[src/inc/ptm_map.svh]
// Register offsets, field positions, reset values and timing counts
// Assumes an 8-bit register port with a 4-bit byte address
`ifndef PTM_MAP_SVH
`define PTM_MAP_SVH

// Register offsets
`define PTM_OFS_CTRL0 4'h0
`define PTM_OFS_CTRL1 4'h1
`define PTM_OFS_CNT_LO 4'h2
`define PTM_OFS_CNT_HI 4'h3
`define PTM_OFS_CMPA_LO 4'h4
`define PTM_OFS_CMPA_HI 4'h5
`define PTM_OFS_CMPP_LO 4'h6
`define PTM_OFS_CMPP_HI 4'h7
`define PTM_OFS_FLAGS 4'h8

// Control 0 fields
`define PTM_C0_RUN 3
`define PTM_C0_CLK_HI 5
`define PTM_C0_CLK_LO 4

// Control 1 fields
`define PTM_C1_MODE_HI 7
`define PTM_C1_MODE_LO 6
`define PTM_C1_FN_HI 5
`define PTM_C1_FN_LO 4
`define PTM_C1_INIT 3
`define PTM_C1_INV 2
`define PTM_C1_CAPSRC 1
`define PTM_C1_CLRSRC 0

// Flag register fields
`define PTM_FL_A 0
`define PTM_FL_P 1

// Reset values and limits
`define PTM_RST_BYTE 8'h00
`define PTM_RST_CNT 10'h000
`define PTM_CNT_MAX 10'h3ff
`define PTM_DIV4_LAST 2'h3

`endif

[src/inc/ptm_pkg.sv]
// Types shared by the periodic timer files
// Assumes ptm_map.svh carries the numeric constants
package ptm_pkg;

	// Operating mode field codes
	typedef enum logic [1:0] {
		PTM_MODE_CMP = 2'b00,
		PTM_MODE_CAP = 2'b01,
		PTM_MODE_PWM = 2'b10,
		PTM_MODE_TMR = 2'b11
	} ptm_mode_t;

	// Counter clock source codes
	typedef enum logic [1:0] {
		PTM_CLK_SYS = 2'b00,
		PTM_CLK_DIV4 = 2'b01,
		PTM_CLK_EXT_RISE = 2'b10,
		PTM_CLK_EXT_FALL = 2'b11
	} ptm_clk_t;

endpackage

[src/ptm_periodic_timer.sv]
// Periodic timer: 10-bit counter, compare A and P, output pin, capture
// Assumes a one-cycle register port and pins synchronous to clk_in
//
// What this block does
// RULE_01: Mode field picks compare output, capture, PWM/single pulse, or timer.
// RULE_02: Software stops the timer before changing the mode field.
// RULE_03: Timer mode leaves the pin undriven; initial level and invert ignored.
// RULE_04: Compare mode on A match: keep, drive low, drive high or toggle.
// RULE_05: PWM mode: force inactive, force active, PWM, or single pulse.
// RULE_06: Capture on rising, falling or both edges; code 11 disables.
// RULE_07: Software changes PWM pin function only while stopped.
// RULE_08: A match requesting the initial level leaves the pin unchanged.
// RULE_09: Run bit rising returns the pin to its initial level.
// RULE_10: Initial-level bit sets start level or PWM active level.
// RULE_11: Invert bit set inverts the output pin.
// RULE_12: Capture source bit picks capture pin or external clock pin.
// RULE_13: Clear source picks A match, or P match/overflow, to clear counter.
// RULE_14: Overflow clears the counter only when compare P is zero.
// RULE_15: Clear source bit ignored in PWM, single pulse and capture.
// RULE_16: Counter is read-only as low byte and two-bit high byte.
// RULE_17: Compare A is read/write across two bytes, reset zero.
// RULE_18: Compare P is read/write across two bytes, reset zero.
// RULE_19: Compare mode, clear source 0: both A and P flags raised.
// RULE_20: Compare mode, clear source 1: only A flag, never P.
// RULE_21: Compare A zero: counter overflows at maximum without A flag.
// RULE_22: Compare mode: pin changes only on A match flag; P match never moves it.
// RULE_23: Run rising clears counter; run falling holds the count.
// RULE_24: Counter steps once per tick; comparators match on equality.
`include "ptm_map.svh"
`timescale 1ns/100ps
`default_nettype none
module ptm_periodic_timer (
	input wire logic clk_in, // 100 MHz clock
	input wire logic sys_rst_in, // Async reset, high
	input wire logic [3:0] reg_addr_in, // Register address
	input wire logic [7:0] reg_wdata_in, // Write data
	input wire logic reg_wr_in, // Write strobe
	input wire logic reg_rd_in, // Read strobe
	output logic [7:0] reg_rdata_out, // Read data, next cycle
	input wire logic capture_input_pin_in, // Capture pin
	input wire logic ext_clock_pin_in, // External clock pin
	output logic timer_output_pin_out, // Timer output level
	output logic timer_output_pin_oe_out, // Timer output enable
	output logic match_a_flag_out, // Compare A flag
	output logic match_p_flag_out // Compare P flag
);
	import ptm_pkg::*;

	logic run_ff, pin_ff, pin_oe_ff, out_lvl_ff, nxt_out_lvl;
	logic match_a_flag_ff, match_p_flag_ff, pwm_active;
	ptm_clk_t clk_sel_ff;
	ptm_mode_t op_mode_sel;
	logic [7:0] ctrl1_ff, rdata_ff, nxt_rdata;
	logic [9:0] cnt_ff, cmpa_ff, cmpp_ff, cmpp_eff;
	logic [1:0] pre_ff, pin_function_sel;
	logic output_initial_level, output_invert;
	logic capture_source_sel, clear_source_sel;
	logic ext_rise, ext_fall, cap_rise, cap_fall, src_rise, src_fall;
	logic hit_a, hit_p, tick, step, cmp_like, sp_mode;
	logic wr_c0, run_set, sp_stop, a_evt, p_evt, cap_evt, cnt_clr;

	// Control field decode
	assign op_mode_sel = ptm_mode_t'(ctrl1_ff[`PTM_C1_MODE_HI:`PTM_C1_MODE_LO]);
	assign pin_function_sel = ctrl1_ff[`PTM_C1_FN_HI:`PTM_C1_FN_LO];
	assign output_initial_level = ctrl1_ff[`PTM_C1_INIT];
	assign output_invert = ctrl1_ff[`PTM_C1_INV];
	assign capture_source_sel = ctrl1_ff[`PTM_C1_CAPSRC];
	assign clear_source_sel = ctrl1_ff[`PTM_C1_CLRSRC];
	// Compare mode and timer mode share counting behaviour
	assign cmp_like = (op_mode_sel == PTM_MODE_CMP) ||
		(op_mode_sel == PTM_MODE_TMR); // RULE_01
	assign sp_mode = (op_mode_sel == PTM_MODE_PWM) &&
		(pin_function_sel == 2'b11); // RULE_05

	// Pin edge detectors
	ptm_edge_detect u_ext_edge (.clk_in(clk_in), .sys_rst_in(sys_rst_in),
		.sig_in(ext_clock_pin_in), .rise_out(ext_rise),
		.fall_out(ext_fall));
	ptm_edge_detect u_cap_edge (.clk_in(clk_in), .sys_rst_in(sys_rst_in),
		.sig_in(capture_input_pin_in), .rise_out(cap_rise),
		.fall_out(cap_fall));

	// Comparators; P value zero means full 10-bit span
	assign cmpp_eff = (cmpp_ff == 10'h000) ? `PTM_CNT_MAX : cmpp_ff; // RULE_14
	ptm_match_cmp #(.W(10)) u_cmp_a (.count_in(cnt_ff), .value_in(cmpa_ff),
		.eq_out(hit_a));
	ptm_match_cmp #(.W(10)) u_cmp_p (.count_in(cnt_ff), .value_in(cmpp_eff),
		.eq_out(hit_p));

	// Counter tick selection
	always_comb begin
		unique case (clk_sel_ff)
			PTM_CLK_SYS: tick = 1'b1;
			PTM_CLK_DIV4: tick = (pre_ff == `PTM_DIV4_LAST);
			PTM_CLK_EXT_RISE: tick = ext_rise;
			PTM_CLK_EXT_FALL: tick = ext_fall;
		endcase
	end
	assign step = run_ff && tick; // RULE_24

	// Run control, software and single pulse triggers
	assign wr_c0 = reg_wr_in && (reg_addr_in == `PTM_OFS_CTRL0);
	assign run_set = !run_ff && ((wr_c0 && reg_wdata_in[`PTM_C0_RUN]) ||
		(sp_mode && ext_rise));
	assign sp_stop = sp_mode && step && hit_a;

	// Match events
	assign a_evt = step && hit_a && (op_mode_sel != PTM_MODE_CAP) &&
		!(cmp_like && (cmpa_ff == 10'h000)); // RULE_21
	assign p_evt = step && hit_p && !sp_mode &&
		!(cmp_like && clear_source_sel); // RULE_19 RULE_20

	// Capture trigger source and edge choice
	assign src_rise = capture_source_sel ? ext_rise : cap_rise; // RULE_12
	assign src_fall = capture_source_sel ? ext_fall : cap_fall; // RULE_12
	always_comb begin
		cap_evt = 1'b0;
		if (op_mode_sel == PTM_MODE_CAP && run_ff) begin
			unique case (pin_function_sel)
				2'b00: cap_evt = src_rise; // RULE_06
				2'b01: cap_evt = src_fall; // RULE_06
				2'b10: cap_evt = src_rise | src_fall; // RULE_06
				2'b11: cap_evt = 1'b0; // RULE_06
			endcase
		end
	end

	// Counter clear condition per mode
	always_comb begin
		if (cmp_like)
			cnt_clr = step && (clear_source_sel ?
				hit_a && (cmpa_ff != 10'h000) : hit_p); // RULE_13 RULE_21
		else if (sp_mode)
			cnt_clr = 1'b0;
		else
			cnt_clr = step && hit_p; // RULE_15
	end

	// Clock prescaler
	always_ff @(posedge clk_in or posedge sys_rst_in) begin
		if (sys_rst_in)
			pre_ff <= 2'h0;
		else
			pre_ff <= pre_ff + 2'h1;
	end

	// Run bit and clock select
	always_ff @(posedge clk_in or posedge sys_rst_in) begin
		if (sys_rst_in) begin
			run_ff <= 1'b0;
			clk_sel_ff <= PTM_CLK_SYS;
		end else begin
			if (run_set)
				run_ff <= 1'b1;
			else if (sp_stop)
				run_ff <= 1'b0;
			else if (wr_c0)
				run_ff <= reg_wdata_in[`PTM_C0_RUN]; // RULE_23
			if (wr_c0)
				clk_sel_ff <= ptm_clk_t'(
					reg_wdata_in[`PTM_C0_CLK_HI:`PTM_C0_CLK_LO]);
		end
	end

	// Mode control register
	always_ff @(posedge clk_in or posedge sys_rst_in) begin
		if (sys_rst_in)
			ctrl1_ff <= `PTM_RST_BYTE;
		else if (reg_wr_in && reg_addr_in == `PTM_OFS_CTRL1)
			ctrl1_ff <= reg_wdata_in;
	end

	// Counter; software writes never reach it
	always_ff @(posedge clk_in or posedge sys_rst_in) begin
		if (sys_rst_in)
			cnt_ff <= `PTM_RST_CNT;
		else if (run_set || cnt_clr)
			cnt_ff <= `PTM_RST_CNT; // RULE_23 RULE_13 RULE_14
		else if (step)
			cnt_ff <= cnt_ff + 10'h001; // RULE_24
	end

	// Compare A, loaded by capture or software
	always_ff @(posedge clk_in or posedge sys_rst_in) begin
		if (sys_rst_in)
			cmpa_ff <= `PTM_RST_CNT;
		else if (cap_evt)
			cmpa_ff <= cnt_ff; // RULE_06
		else if (reg_wr_in && reg_addr_in == `PTM_OFS_CMPA_LO)
			cmpa_ff[7:0] <= reg_wdata_in; // RULE_17
		else if (reg_wr_in && reg_addr_in == `PTM_OFS_CMPA_HI)
			cmpa_ff[9:8] <= reg_wdata_in[1:0]; // RULE_17
	end

	// Compare P
	always_ff @(posedge clk_in or posedge sys_rst_in) begin
		if (sys_rst_in)
			cmpp_ff <= `PTM_RST_CNT;
		else if (reg_wr_in && reg_addr_in == `PTM_OFS_CMPP_LO)
			cmpp_ff[7:0] <= reg_wdata_in; // RULE_18
		else if (reg_wr_in && reg_addr_in == `PTM_OFS_CMPP_HI)
			cmpp_ff[9:8] <= reg_wdata_in[1:0]; // RULE_18
	end

	// Match flags; a new event beats a write-one clear
	always_ff @(posedge clk_in or posedge sys_rst_in) begin
		if (sys_rst_in) begin
			match_a_flag_ff <= 1'b0;
			match_p_flag_ff <= 1'b0;
		end else if (reg_wr_in && reg_addr_in == `PTM_OFS_FLAGS) begin
			match_a_flag_ff <= a_evt || cap_evt ||
				(match_a_flag_ff && !reg_wdata_in[`PTM_FL_A]);
			match_p_flag_ff <= p_evt ||
				(match_p_flag_ff && !reg_wdata_in[`PTM_FL_P]);
		end else begin
			match_a_flag_ff <= match_a_flag_ff || a_evt || cap_evt;
			match_p_flag_ff <= match_p_flag_ff || p_evt; // RULE_19
		end
	end

	// PWM active state from pin function
	always_comb begin
		unique case (pin_function_sel)
			2'b00: pwm_active = 1'b0; // RULE_05
			2'b01: pwm_active = 1'b1; // RULE_05
			2'b10: pwm_active = run_ff && (cnt_ff < cmpa_ff); // RULE_05
			2'b11: pwm_active = run_ff; // RULE_05
		endcase
	end

	// Output level before inversion
	always_comb begin
		nxt_out_lvl = out_lvl_ff;
		if (op_mode_sel == PTM_MODE_PWM) begin
			nxt_out_lvl = output_initial_level ? pwm_active :
				!pwm_active; // RULE_10
		end else if (op_mode_sel == PTM_MODE_CMP) begin
			if (run_set) begin
				nxt_out_lvl = output_initial_level; // RULE_09 RULE_10
			end else if (a_evt) begin
				unique case (pin_function_sel)
					2'b00: nxt_out_lvl = out_lvl_ff; // RULE_04
					2'b01: nxt_out_lvl = output_initial_level ? 1'b0 :
						out_lvl_ff; // RULE_04 RULE_08
					2'b10: nxt_out_lvl = output_initial_level ? out_lvl_ff :
						1'b1; // RULE_04 RULE_08
					2'b11: nxt_out_lvl = !out_lvl_ff; // RULE_04
				endcase
			end
		end
	end

	// Output level, pin and enable registers
	always_ff @(posedge clk_in or posedge sys_rst_in) begin
		if (sys_rst_in) begin
			out_lvl_ff <= 1'b0;
			pin_ff <= 1'b0;
			pin_oe_ff <= 1'b0;
		end else begin
			out_lvl_ff <= nxt_out_lvl; // RULE_22
			pin_oe_ff <= (op_mode_sel == PTM_MODE_CMP) ||
				(op_mode_sel == PTM_MODE_PWM); // RULE_03
			if (op_mode_sel == PTM_MODE_CMP ||
				op_mode_sel == PTM_MODE_PWM)
				pin_ff <= nxt_out_lvl ^ output_invert; // RULE_11
			else
				pin_ff <= 1'b0; // RULE_03
		end
	end

	// Read data mux
	always_comb begin
		nxt_rdata = 8'h00;
		if (reg_rd_in) begin
			unique case (reg_addr_in)
				`PTM_OFS_CTRL0: nxt_rdata = {2'b00, clk_sel_ff, run_ff, 3'b000};
				`PTM_OFS_CTRL1: nxt_rdata = ctrl1_ff;
				`PTM_OFS_CNT_LO: nxt_rdata = cnt_ff[7:0]; // RULE_16
				`PTM_OFS_CNT_HI: nxt_rdata = {6'h00, cnt_ff[9:8]}; // RULE_16
				`PTM_OFS_CMPA_LO: nxt_rdata = cmpa_ff[7:0];
				`PTM_OFS_CMPA_HI: nxt_rdata = {6'h00, cmpa_ff[9:8]};
				`PTM_OFS_CMPP_LO: nxt_rdata = cmpp_ff[7:0];
				`PTM_OFS_CMPP_HI: nxt_rdata = {6'h00, cmpp_ff[9:8]};
				`PTM_OFS_FLAGS: nxt_rdata = {6'h00, match_p_flag_ff,
					match_a_flag_ff};
				default: nxt_rdata = 8'h00;
			endcase
		end
	end

	// Read data, valid one cycle after the strobe
	always_ff @(posedge clk_in or posedge sys_rst_in) begin
		if (sys_rst_in)
			rdata_ff <= 8'h00;
		else
			rdata_ff <= nxt_rdata;
	end

	// Outputs
	assign reg_rdata_out = rdata_ff;
	assign timer_output_pin_out = pin_ff;
	assign timer_output_pin_oe_out = pin_oe_ff;
	assign match_a_flag_out = match_a_flag_ff;
	assign match_p_flag_out = match_p_flag_ff;
endmodule
`default_nettype wire

[src/ptm_match_cmp.sv]
// Equality comparator between the counter and one compare value
// Assumes both operands are stable register outputs
`timescale 1ns/100ps
`default_nettype none
module ptm_match_cmp #(
	parameter int W = 10
) (
	input wire logic [W-1:0] count_in, // Counter value
	input wire logic [W-1:0] value_in, // Compare value
	output logic eq_out // High while equal
);

	// Plain equality
	assign eq_out = (count_in == value_in);

endmodule
`default_nettype wire

[src/ptm_edge_detect.sv]
// Rising and falling edge detector for a pin level
// Assumes the pin is already synchronous to clk_in
`timescale 1ns/100ps
`default_nettype none
module ptm_edge_detect (
	input wire logic clk_in, // System clock
	input wire logic sys_rst_in, // Async reset, high
	input wire logic sig_in, // Pin level
	output logic rise_out, // Rising edge pulse
	output logic fall_out // Falling edge pulse
);

	logic prev_ff;

	// Previous level
	always_ff @(posedge clk_in or posedge sys_rst_in) begin
		if (sys_rst_in)
			prev_ff <= 1'b0;
		else
			prev_ff <= sig_in;
	end

	// Edge pulses
	assign rise_out = sig_in & ~prev_ff;
	assign fall_out = ~sig_in & prev_ff;

endmodule
`default_nettype wire

[config.mk]
export PLATFORM = sky130hd
export DESIGN_NAME = ptm_periodic_timer
export DESIGN_NICKNAME = d
export VERILOG_FILES = /design/src/inc/ptm_pkg.sv /design/src/ptm_periodic_timer.sv /design/src/ptm_match_cmp.sv /design/src/ptm_edge_detect.sv
export VERILOG_INCLUDE_DIRS = /design/src /design/src/inc
export SDC_FILE = /design/constraint.sdc
export NUM_CORES = 1
export LEC_CHECK = 0
export ABC_AREA = 1
export BUFFER_PORTS_ARGS = -buffer_cell sky130_fd_sc_hd__buf_2
export CAP_MARGIN = 0
export CORE_UTILIZATION = 60
export CTS_CLUSTER_SIZE = 14
export DETAILED_ROUTE_END_ITERATION = 8
export HOLD_SLACK_MARGIN = 0.1
export PLACE_DENSITY = 0.8
export SLEW_MARGIN = 40
export SYNTH_ARGS = -nofsm -noshare
export SYNTH_HDL_FRONTEND = slang
export SYNTH_HIERARCHICAL = 1
export SYNTH_SLANG_ARGS = --single-unit
export TNS_END_PERCENT = 5
[constraint.sdc]
create_clock -name clk_in -period 2.7 [get_ports clk_in]
set_clock_uncertainty 0.05 [all_clocks]
set_input_delay 0.135 -clock clk_in [delete_from_list [all_inputs] [get_ports clk_in]]
set_output_delay 0.135 -clock clk_in [all_outputs]
set_load 0.03 [all_outputs]
# Word level (Yosys, flattened, before mapping)
# Cells that the tools add are included.
word_totals:
  input_bits: 18
  ff_bits: 58
  output_inout_bits: 12
  wordCells: 144
op_classes:
  mux: 32
  n_eq_ne: 22
  reduce_logical: 59
  addsub: 2
  order_cmp: 1
  bitwise_logic: 11
op_table:
  columns: ["op", "count"]
  rows:
  - ["$pmux W8 S9", 1]
  - ["$mux W10", 4]
  - ["$logic_and A1 B1 Y1", 28]
  - ["$eq A10 B10 Y1", 2]
  - ["$logic_not A10 Y1", 2]
  - ["$mux W1", 19]
  - ["$eq A4 B3 Y1 const B", 4]
  - ["$mux W8", 2]
  - ["$pmux W1 S4", 4]
  - ["$eq A2 B2 Y1 const B", 7]
  - ["$add A10 B1 Y10 const B", 1]
  - ["$logic_or A1 B1 Y1", 10]
  - ["$lt A10 B10 Y1", 1]
  - ["$reduce_bool A10 Y1", 1]
  - ["$eq A4 B2 Y1 const B", 2]
  - ["$logic_not A1 Y1", 8]
  - ["$eq A2 B1 Y1 const B", 3]
  - ["$logic_not A2 Y1", 3]
  - ["$reduce_bool A2 Y1", 3]
  - ["$not A1 Y1", 5]
  - ["$and A1 B1 Y1", 4]
  - ["$eq A4 B1 Y1 const B", 1]
  - ["$eq A4 B4 Y1 const B", 1]
  - ["$logic_not A4 Y1", 1]
  - ["8 further kinds", 10]

# Depth between registers and ports, before layout
# Gate-level depths: netlist of the first run.
depth:
  word_depth: 13
  mapped_depth: 18
  depth_no_buf: 18

# Hierarchy
# The synthesis of the first run kept the hierarchy.
by_module_without_submodules:
  columns: ["mod", "instances", "seq_area_each_um2", "area_per_inst_um2", "cells_per_inst"]
  rows:
  - ["ptm_periodic_timer", 1, 1401.3, 3293.2, 424]
  - ["ptm_match_cmp", 2, 0.0, 181.4, 44]
  - ["ptm_edge_detect", 2, 25.0, 43.8, 6]

# Worst setup path before layout of the first run
# Ideal clock, no wire load.
synth_timing:
  kind: "reg2reg"
  startpoint: "reg cmpp_ff[6]"
  endpoint: "reg cnt_ff[9]"
  path_stages_with_launch: 19
  setup_ns: 0.122
  n_path_buf: 0
  slack_ns: 0.366
  arrival_time_ns: 2.162
  required_ns: 2.528
  period_less_slack_ns: 2.334
  path_cell_list: "dfrtp_1 > nor4_1 > nand4_1 > nand2_1 > inv_1 > nand2_1 > nand2_1 > nor2_1 > nand3_1 > nor2_1 > nand2_1 > nor2_1 > nand2_1 > nand3_2 > nand2_1 > nor2_2 > nand2_1 > o21ai_1 > a21oi_1"
synth_via:
  elab_chain_len: 8
  elab_cells_between_ends: 11
  cone_classes: "1 x eq/ne; 5 x mux; 5 x reduce/logical"
synth_rtl:
  columns: ["element", "line", "rtl"]
  rows:
  - ["from (decl)", "ptm_periodic_timer.sv:54", "logic [9:0] cnt_ff, cmpa_ff, cmpp_ff, cmpp_eff;"]
  - ["from (signal assigned)", "ptm_periodic_timer.sv:198", "cmpp_ff <= `PTM_RST_CNT;"]
  - ["from (signal assigned)", "ptm_periodic_timer.sv:200", "cmpp_ff[7:0] <= reg_wdata_in;"]
  - ["$logic_not A10 Y1 (*)", "ptm_periodic_timer.sv:84", "assign cmpp_eff = (cmpp_ff == 10'h000) ? `PTM_CNT_MAX : cmpp_ff;"]
  - ["$mux W10 (*)", "ptm_periodic_timer.sv:84", null]
  - ["named net cmpp_eff[3]", "ptm_periodic_timer.sv:54", null]
  - ["$eq A10 B10 Y1 (*)", "ptm_match_cmp.sv:14", "assign eq_out = (count_in == value_in);"]
  - ["named net hit_p", "ptm_periodic_timer.sv:59", "logic hit_a, hit_p, tick, step, cmp_like, sp_mode;"]
  - ["$logic_and A1 B1 Y1 / $mux W1 (equally long branches)", "ptm_periodic_timer.sv:136, ptm_periodic_timer.sv:131", null]
  - ["$mux W1 / $logic_and A1 B1 Y1 (equally long branches)", "ptm_periodic_timer.sv:133, ptm_periodic_timer.sv:131", null]
  - ["$mux W1 (*)", "ptm_periodic_timer.sv:130", "if (cmp_like)"]
  - ["$logic_or A1 B1 Y1 (*)", "ptm_periodic_timer.sv:177", "else if (run_set || cnt_clr)"]
  - ["$mux W10 / $reduce_bool A2 Y1 (equally long branches)", null, null]
  - ["to (signal assigned)", "ptm_periodic_timer.sv:176", "cnt_ff <= `PTM_RST_CNT;"]
  - ["to (signal assigned)", "ptm_periodic_timer.sv:178", "cnt_ff <= `PTM_RST_CNT;"]
  - ["to (signal assigned)", "ptm_periodic_timer.sv:180", "cnt_ff <= cnt_ff + 10'h001;"]
  - ["to (decl)", "ptm_periodic_timer.sv:54", null]
# The timed path passes the listed nets; every way through them passes the cells marked *.
# A chain may end at the register's enable or synchronous reset.

# Worst setup path after layout of the first run
layout_timing:
  startpoint: "reg cmpp_ff[1]"
  endpoint: "reg cnt_ff[9]"
# Same word-level chain as after synthesis.

==> metrics, run 1 <==
Fin Setup TNS 0 ns; worst r2r dst cnt_ff[9]; leading area contributor after synthesis dfrtp_1; Peak supply drop roughly 0.64 mV; Cell Pwr Density 886.2 nW/µm²; Area Growth Syn to Fin 17.28%; max incr delay on CP ~0.43 ns; # nets final 612; Slew @ Worst Pin 0.7365 ns; routed via count 3,783; Die Ht 80.99 µm; Row Count 28; largest net degree at the start of global routing 31; Flop pwr share between 30 and 40%; clock share of power between 20% and 30%; async set-reset flop share out of synthesis between 90% and 100%; Syn Inst Count 524; Congestion Overflow GR 0; largest cells by area after synthesis dfrtp_1 39%, nand2_1 13%, inv_1 10%; DR vias/cell 5.732; H-Tree Depth 3; GPL Wtd Cong approximately 0.94; IO Pins 30; Tot GR Track Use 35.04%; starting density of the core between 60 and 70%; 1st-iter DRT viols 340; Die X between 80 and 90 µm; Worst Setup Path Type flip-flop to flip-flop; synthesized area per cell about 7.1 µm²; Crit Path Max Fanout 5; Final Worst Setup Slack between 0.07 and 0.08 ns; Hold Crit Class input pin to flip-flop; max_cap viols 0; CTS root buf clkbuf_8; Num Clock Sinks 58; Cell variety after synth 35; worst setup path end cnt_ff[9]; Netlist Area Pre-Place approximately 3700 µm²; routed wire length per instance ~16 µm; CP Depth 19; Post-DP HPWL 7805 µm; Comb pwr share just under 40%; clock-pin transition on the worst setup and hold timing paths about 0.08 ns; first-pass iteration count of the detailed router 5; status completed; Internal Pwr Total 2190 µW; CORE AREA around 6000 µm²; first-pass GRT wire length roughly 17,000 µm; Slew headroom roughly half; area of the die 6559 µm²; ys flop type dfrtp_1; final setup fails 0; crit-path cells nor4_2 > nand4_1 > buf_6 > nand2_1 > inv_1 > nand2_1 > nand2_1 > nor2_1 > nand3_1 > nor2_2 > nand2_1 > nor2_2 > nand2_2 > nand3_2 > nand2_2 > nor2_2 > nand2_1 > o21ai_1 > a21oi_1; Port-buffer cells 29; Crit Reg-Reg Startpoint cmpp_ff[1]; Routed Antenna Nets 0; Max Freq about 380 MHz; CP delay by family, top simple AND/OR/NAND/NOR gates; share of cells above drive strength 1 15.04%; # DRC 0; most frequent cell after synthesis nand2_1; Switch Pwr roughly 1700 µW; top cell type's share of synthesized area about two fifths; Sw Share a little over two fifths; r2r setup slk roughly 0.076 ns; worst skew pair latency around 0.36 ns; sequential area share after synthesis around two fifths; synth warn 6; hold_ws around 0.11 ns; syn nets between 500 and 600; Synth top cells by count 134 x nand2_1, 104 x inv_1, 65 x nor2_1, 58 x dfrtp_1, 31 x o21ai_0; initial antenna violation count 0; FF-to-FF path depth 19; CP Capture Type flip-flop; leakage power roughly 0.0024 µW; synthesis-stage register bit count 58; Pins Over Slew Limit 0; final wirelength between 10,000 and 15,000 µm; TritonCTS clock tree done; final-report hold violation count 0; Critical Path Start Type flip-flop; crit-path most repeated cell nand2_1; vias in the first global route 3,637; dpl ws approximately 0.011 ns; Post-synth EDFFs 0; CP arrival roughly 2.8 ns; Bufs on Longest Clock Path 2; Critical Path Start cmpp_ff[1]; Tcrit/Tclk final 97.19%; Crit path buffers/inverters 2; fin crit period about 2.6 ns; Critical Path RT 2.89 ns; Num CTS Buffers 9; n_diodes 0; Slowest cell on crit path dfrtp_1
-- per-layer routing --
layer	track usage [%]	up-vias	wire length, µm
li1	-	1776	-
met1	43.13	1748	4291
met2	56.39	211	4755
met3	7.416	48	916
met4	20.89	0	476
met5	0	-	0
-- repair_timing --
| action | 4_1_cts | 5_1_grt |
|---|---|---|
| pin swaps | 1 | 11 |
| hold endpoints to repair | 61 | 0 |
| resized for setup | 0 | 11 |
| setup endpoints to repair | 1 | 10 |
| buffers inserted | 2 | 4 |
| hold buffers | 11 | 0 |
-- kinds of logic after synthesis --
| logic type | Yosys count | share of synthesized area, % |
|---|---|---|
| buffers and inverters | 113 | 11.76 |
| AO/OA/AOI/OAI | 78 | 12.83 |
| flip-flops | 58 | 38.77 |
| AND/OR/NAND/NOR | 250 | 29.38 |
| XOR/XNOR | 11 | 2.573 |
| adder cells (fa/ha/maj) | 14 | 4.679 |
-- worst min path at each step --
stage / start / endpoint / slack [ns] / cells past startpoint
2_1_floorplan: sys_rst_in / u_cap_edge/prev_ff / -0.19 / 1
3_3_place_gp: sys_rst_in / u_cap_edge/prev_ff / -0.06 / 2
3_5_place_dp: sys_rst_in / u_ext_edge/prev_ff / -0.05 / 2
4_1_cts: reg_wr_in / cmpp_ff[9] / 0.10 / 3
5_1_grt: reg_wr_in / cmpp_ff[8] / 0.15 / 3
6_report: reg_wr_in / cmpp_ff[9] / 0.11 / 3
-- final cells by class --
class | count | area [µm²]
flip-flops and latches | 58 | 1453
fillers | 472 | 1565
repair buffers | 49 | 326.6
clock inverters | 7 | 102.6
inverters | 109 | 409.1
clock buffers | 9 | 123.9
well taps | 75 | 93.84
multi-input cells | 353 | 1882
-- cell usage in the layout (no fill, tap or decap), types with 6 or more instances in the layout --
| master | netlist | routed |
|---|---|---|
| nand2_1 | 134 | 129 |
| xor2_1 | 11 | 11 |
| o22ai_1 | 9 | 9 |
| o21ai_0 | 31 | 31 |
| buf_2 | 1 | 29 |
| nand2_2 | 3 | 8 |
| clkbuf_8 | 0 | 9 |
| buf_4 | 0 | 8 |
| inv_1 | 104 | 103 |
| o221ai_1 | 9 | 9 |
| dfrtp_1 | 58 | 57 |
| ha_1 | 14 | 14 |
| nand3_1 | 19 | 19 |
| dlygate4sd3_1 | 0 | 11 |
| inv_2 | 5 | 6 |
| nor3_1 | 6 | 6 |
| a21oi_1 | 10 | 10 |
| nor2_1 | 65 | 63 |
-- per-stage QoR --
stage	total power, µW	instance area [µm²]	util (%)	instances
final	3891	4390	73.72	660
after detailed placement	2870	3974	66.72	627
after global routing	4178	4390	73.72	660
after CTS	3812	4325	72.63	656
after global placement	2811	3974	66.72	627
after floorplan	2430	3744	-	524
-- worst reg2reg max path: stages (launching register included) --
cell	delay, ns
dfrtp_1	0.43
nor4_2	0.26
nand4_1	0.16
buf_6	0.16
nand2_1	0.08
inv_1	0.05
nand2_1	0.06
nand2_1	0.06
nor2_1	0.13
nand3_1	0.12
nor2_2	0.13
nand2_1	0.07
nor2_2	0.11
nand2_2	0.07
nand3_2	0.07
nand2_2	0.06
nor2_2	0.13
nand2_1	0.08
o21ai_1	0.16
a21oi_1	0.05
-- power groups by stage --
stage	clock, µW	sequential, µW	combinational (µW)
after CTS	931	1400	1480
after global routing	970	1450	1760
after global placement	0	1410	1400
after detailed placement	0	1420	1450
after floorplan	0	1390	1040
final	936	1410	1540
-- sequential cells by signal, indices dropped and copies added, names as in the netlist --
register	count
clk_sel_ff	2
cmpa_ff	10
cmpp_ff	10
cnt_ff	10
ctrl1_ff	8
match_a_flag_out	1
match_p_flag_out	1
out_lvl_ff	1
pre_ff	2
reg_rdata_out	8
run_ff	1
timer_output_pin_oe_out	1
timer_output_pin_out	1
u_cap_edge/prev_ff	1
u_ext_edge/prev_ff	1
Note: power is estimated with default switching activity, not from simulation.
==> inputs of run 2 (changes only) <==
Settings changed: ABC_AREA 1 to unset.
==> run 2 against run 1 <==
Synthesized cell count fell by 31%. Worst hold slack improved by 0.029 ns. Clock power fell by 3.4%. Cell count fell by 26%. Largest cell class unchanged.
==> metrics, run 2 <==
status completed; dpl cells 460; max incr delay on CP between 0.5 and 0.6 ns; Slowest cell on crit path dlygate4sd3_1; Row Count 27; fin crit period between 2 and 3 ns; Worst Setup Path Type input pin to flip-flop; Congestion Overflow GR 0; final-report hold violation count 0; leading cell type in the layout, fill and taps excluded dfrtp_1; Crit Path Max Fanout 6; Slew @ Worst Pin slightly above 0.8 ns; worst skew pair latency between 0.3 and 0.4 ns; share of cells above drive strength 1 between 20% and 30%; # DRC 0; crit-path most repeated cell mux2i_1; Sw Share 39.36%; Switch Pwr 1470 µW; commonest cells after routing, fill and taps aside 58 x dfrtp_1, 39 x nand2_1, 29 x buf_2; synthesis-stage register bit count 58; GPL Wtd Cong about 0.95; ys flop type dfrtp_1; CP Capture Type flip-flop; Critical Path Start Type input pin; starting density of the core a little under two thirds; synth warn 6; Cell Pwr Density just under 900 nW/µm²; Post-Layout Cell Count ~500; largest net degree at the start of global routing 31; n_diodes 0; Fin Setup TNS 0 ns; Tot GR Track Use 34.88%; Peak supply drop 0.4947 mV; clock-pin transition on the worst setup and hold timing paths about 0.07 ns; CP delay by family, top simple AND/OR/NAND/NOR gates; leading area contributor after synthesis dfrtp_1; RSZ-0062 raised after global routing false; area of the die 6277 µm²; Die X ~79 µm; Storage cell area roughly 1500 µm²; final total power around 3700 µW; Comb pwr share between 30% and 40%; Syn Inst Count approximately 360; Crit path buffers/inverters 2; Post-DP HPWL approximately 7000 µm; Multi-input gate area 2021 µm²; Routed Antenna Nets 0; Area Growth Syn to Fin 17.17%; routed via count between 3,000 and 4,000; top cell type's share of synthesized area 40.56%; most frequent cell after synthesis dfrtp_1; Die Ht slightly below 80 µm; Slew headroom about 46%; Regs by FF count cmpa_ff x10, cmpp_ff x10, cnt_ff x10; IO Pins 30; largest cells by area after synthesis dfrtp_1 41%, mux2_2 7.2%, ha_1 4.9%; first-pass iteration count of the detailed router 5; Cell variety after synth 54; placed inst area 3854 µm²; CP arrival ~2.8 ns; Max Freq a little under 400 MHz; Flop pwr share 39.5%; Finished Cell Area ~4200 µm²; clock share of power about a quarter; syn nets roughly 390; CTS root buf clkbuf_8; crit-path cells dlygate4sd3_1 > buf_2 > nor2b_1 > or3b_2 > o211a_1 > o2111ai_1 > mux2i_1 > nor4b_2 > mux2i_1; H-Tree Depth 3; Hold Crit Class input pin to flip-flop; Netlist Area Pre-Place approximately 3600 µm²; routed wire length per instance 20.56 µm; initial antenna violation count 0; Tcrit/Tclk final a little over nine tenths; TritonCTS clock tree done; Pins Over Slew Limit 0; max_cap viols 0; final wirelength approximately 10000 µm; Post-CTS Setup Bufs 0; number of fill cells 393; Post-synth EDFFs 0; dpl ws between 0.1 and 0.15 ns; Bufs on Longest Clock Path 2; final setup fails 0; 1st-iter DRT viols between 300 and 400; Num CTS Buffers 9; Num Clock Sinks slightly below 60; Critical Path RT just under 3 ns; # nets final 441; leakage power about 0.0019 µW; synthesized area per cell 9.968 µm²; Final Worst Setup Slack 0.1534 ns; DR vias/cell approximately 6.5; vias in the first global route ~3,000; sequential area share after synthesis about two fifths; Port-buffer cells 29; CORE AREA around 5600 µm²; async set-reset flop share out of synthesis 100.0%; Synth top cells by count 58 x dfrtp_1, 39 x nand2_1, 23 x mux2_2, 22 x inv_1, 19 x xnor2_1; first-pass GRT wire length 15,900 µm; Internal Pwr Total between 2000 and 2500 µW
-- run 2: cells by family after synthesis --
| kind of cell | synth area share, % |
|---|---|
| AND/OR/NAND/NOR | 19.44 |
| XOR/XNOR | 6.853 |
| AO/OA/AOI/OAI | 13.01 |
| adder cells (fa/ha/maj) | 4.895 |
| buffers and inverters | 3.811 |
| flip-flops | 40.56 |
| multiplexers | 11.43 |
-- run 2: routing by layer --
metal | vias up | global-route usage, % | routed length, µm
li1 | 1404 | - | -
met1 | 1522 | 44.99 | 4021
met2 | 191 | 55.86 | 4656
met3 | 39 | 6.437 | 966
met4 | 0 | 17.64 | 348
met5 | - | 0 | 0
-- run 2: repair_timing --
item | CTS | global route
endpoints found under the hold margin | 78 | 0
gates resized for setup | 0 | 3
hold buffers | 10 | 0
endpoints found under the setup margin | 0 | 10
-- run 2: metrics by stage --
| step | util [%] | hold WS (ns) |
|---|---|---|
| final | 74.32 | 0.1417 |
| after global routing | 74.32 | 0.1351 |
| after CTS | 73.99 | 0.1213 |
| after detailed placement | 68.31 | -0.05149 |
| after global placement | 68.20 | -0.05554 |
| after floorplan | - | -0.1863 |
-- run 2: power groups by stage --
stage          registers [µW]  clock network (µW)  logic [µW]
2_1_floorplan            1400                   0         927
3_3_place_gp             1460                   0        1240
3_5_place_dp             1460                   0        1300
4_1_cts                  1450                 905        1340
5_1_grt                  1500                 950        1490
6_report                 1480                 904        1360
-- run 2: final timing paths --
check                                       end  slack (ns)  depth (start not counted)        startpoint
setup reg to reg           timer_output_pin_out        0.19                          7         cnt_ff[6]
min in group asynchronous    u_cap_edge/prev_ff        0.15                          3        sys_rst_in
max in group asynchronous            cmpp_ff[0]        1.91                          4        sys_rst_in
hold reg to reg                       pre_ff[0]        0.38                          1         pre_ff[0]
setup / recovery           timer_output_pin_out        0.15                          9  ext_clock_pin_in
hold / removal                       cmpp_ff[3]        0.14                          2   reg_wdata_in[3]
-- run 2: cell type report --
class	instances	area share, %
tap	72	2.149
clock buffer	12	3.462
multi-input combinational	268	48.19
clock inverter	4	1.791
sequential	58	34.62
inverter	22	1.970
timing repair buffer	50	7.819
-- run 2: worst register-to-register path, stage by stage, from the launching register on --
cell	delay [ns]
dfrtp_1	0.58
xnor2_1	0.19
nand4_1	0.14
nor4_2	0.35
o2111ai_1	0.34
mux2i_1	0.21
nor4b_2	0.36
mux2i_1	0.22
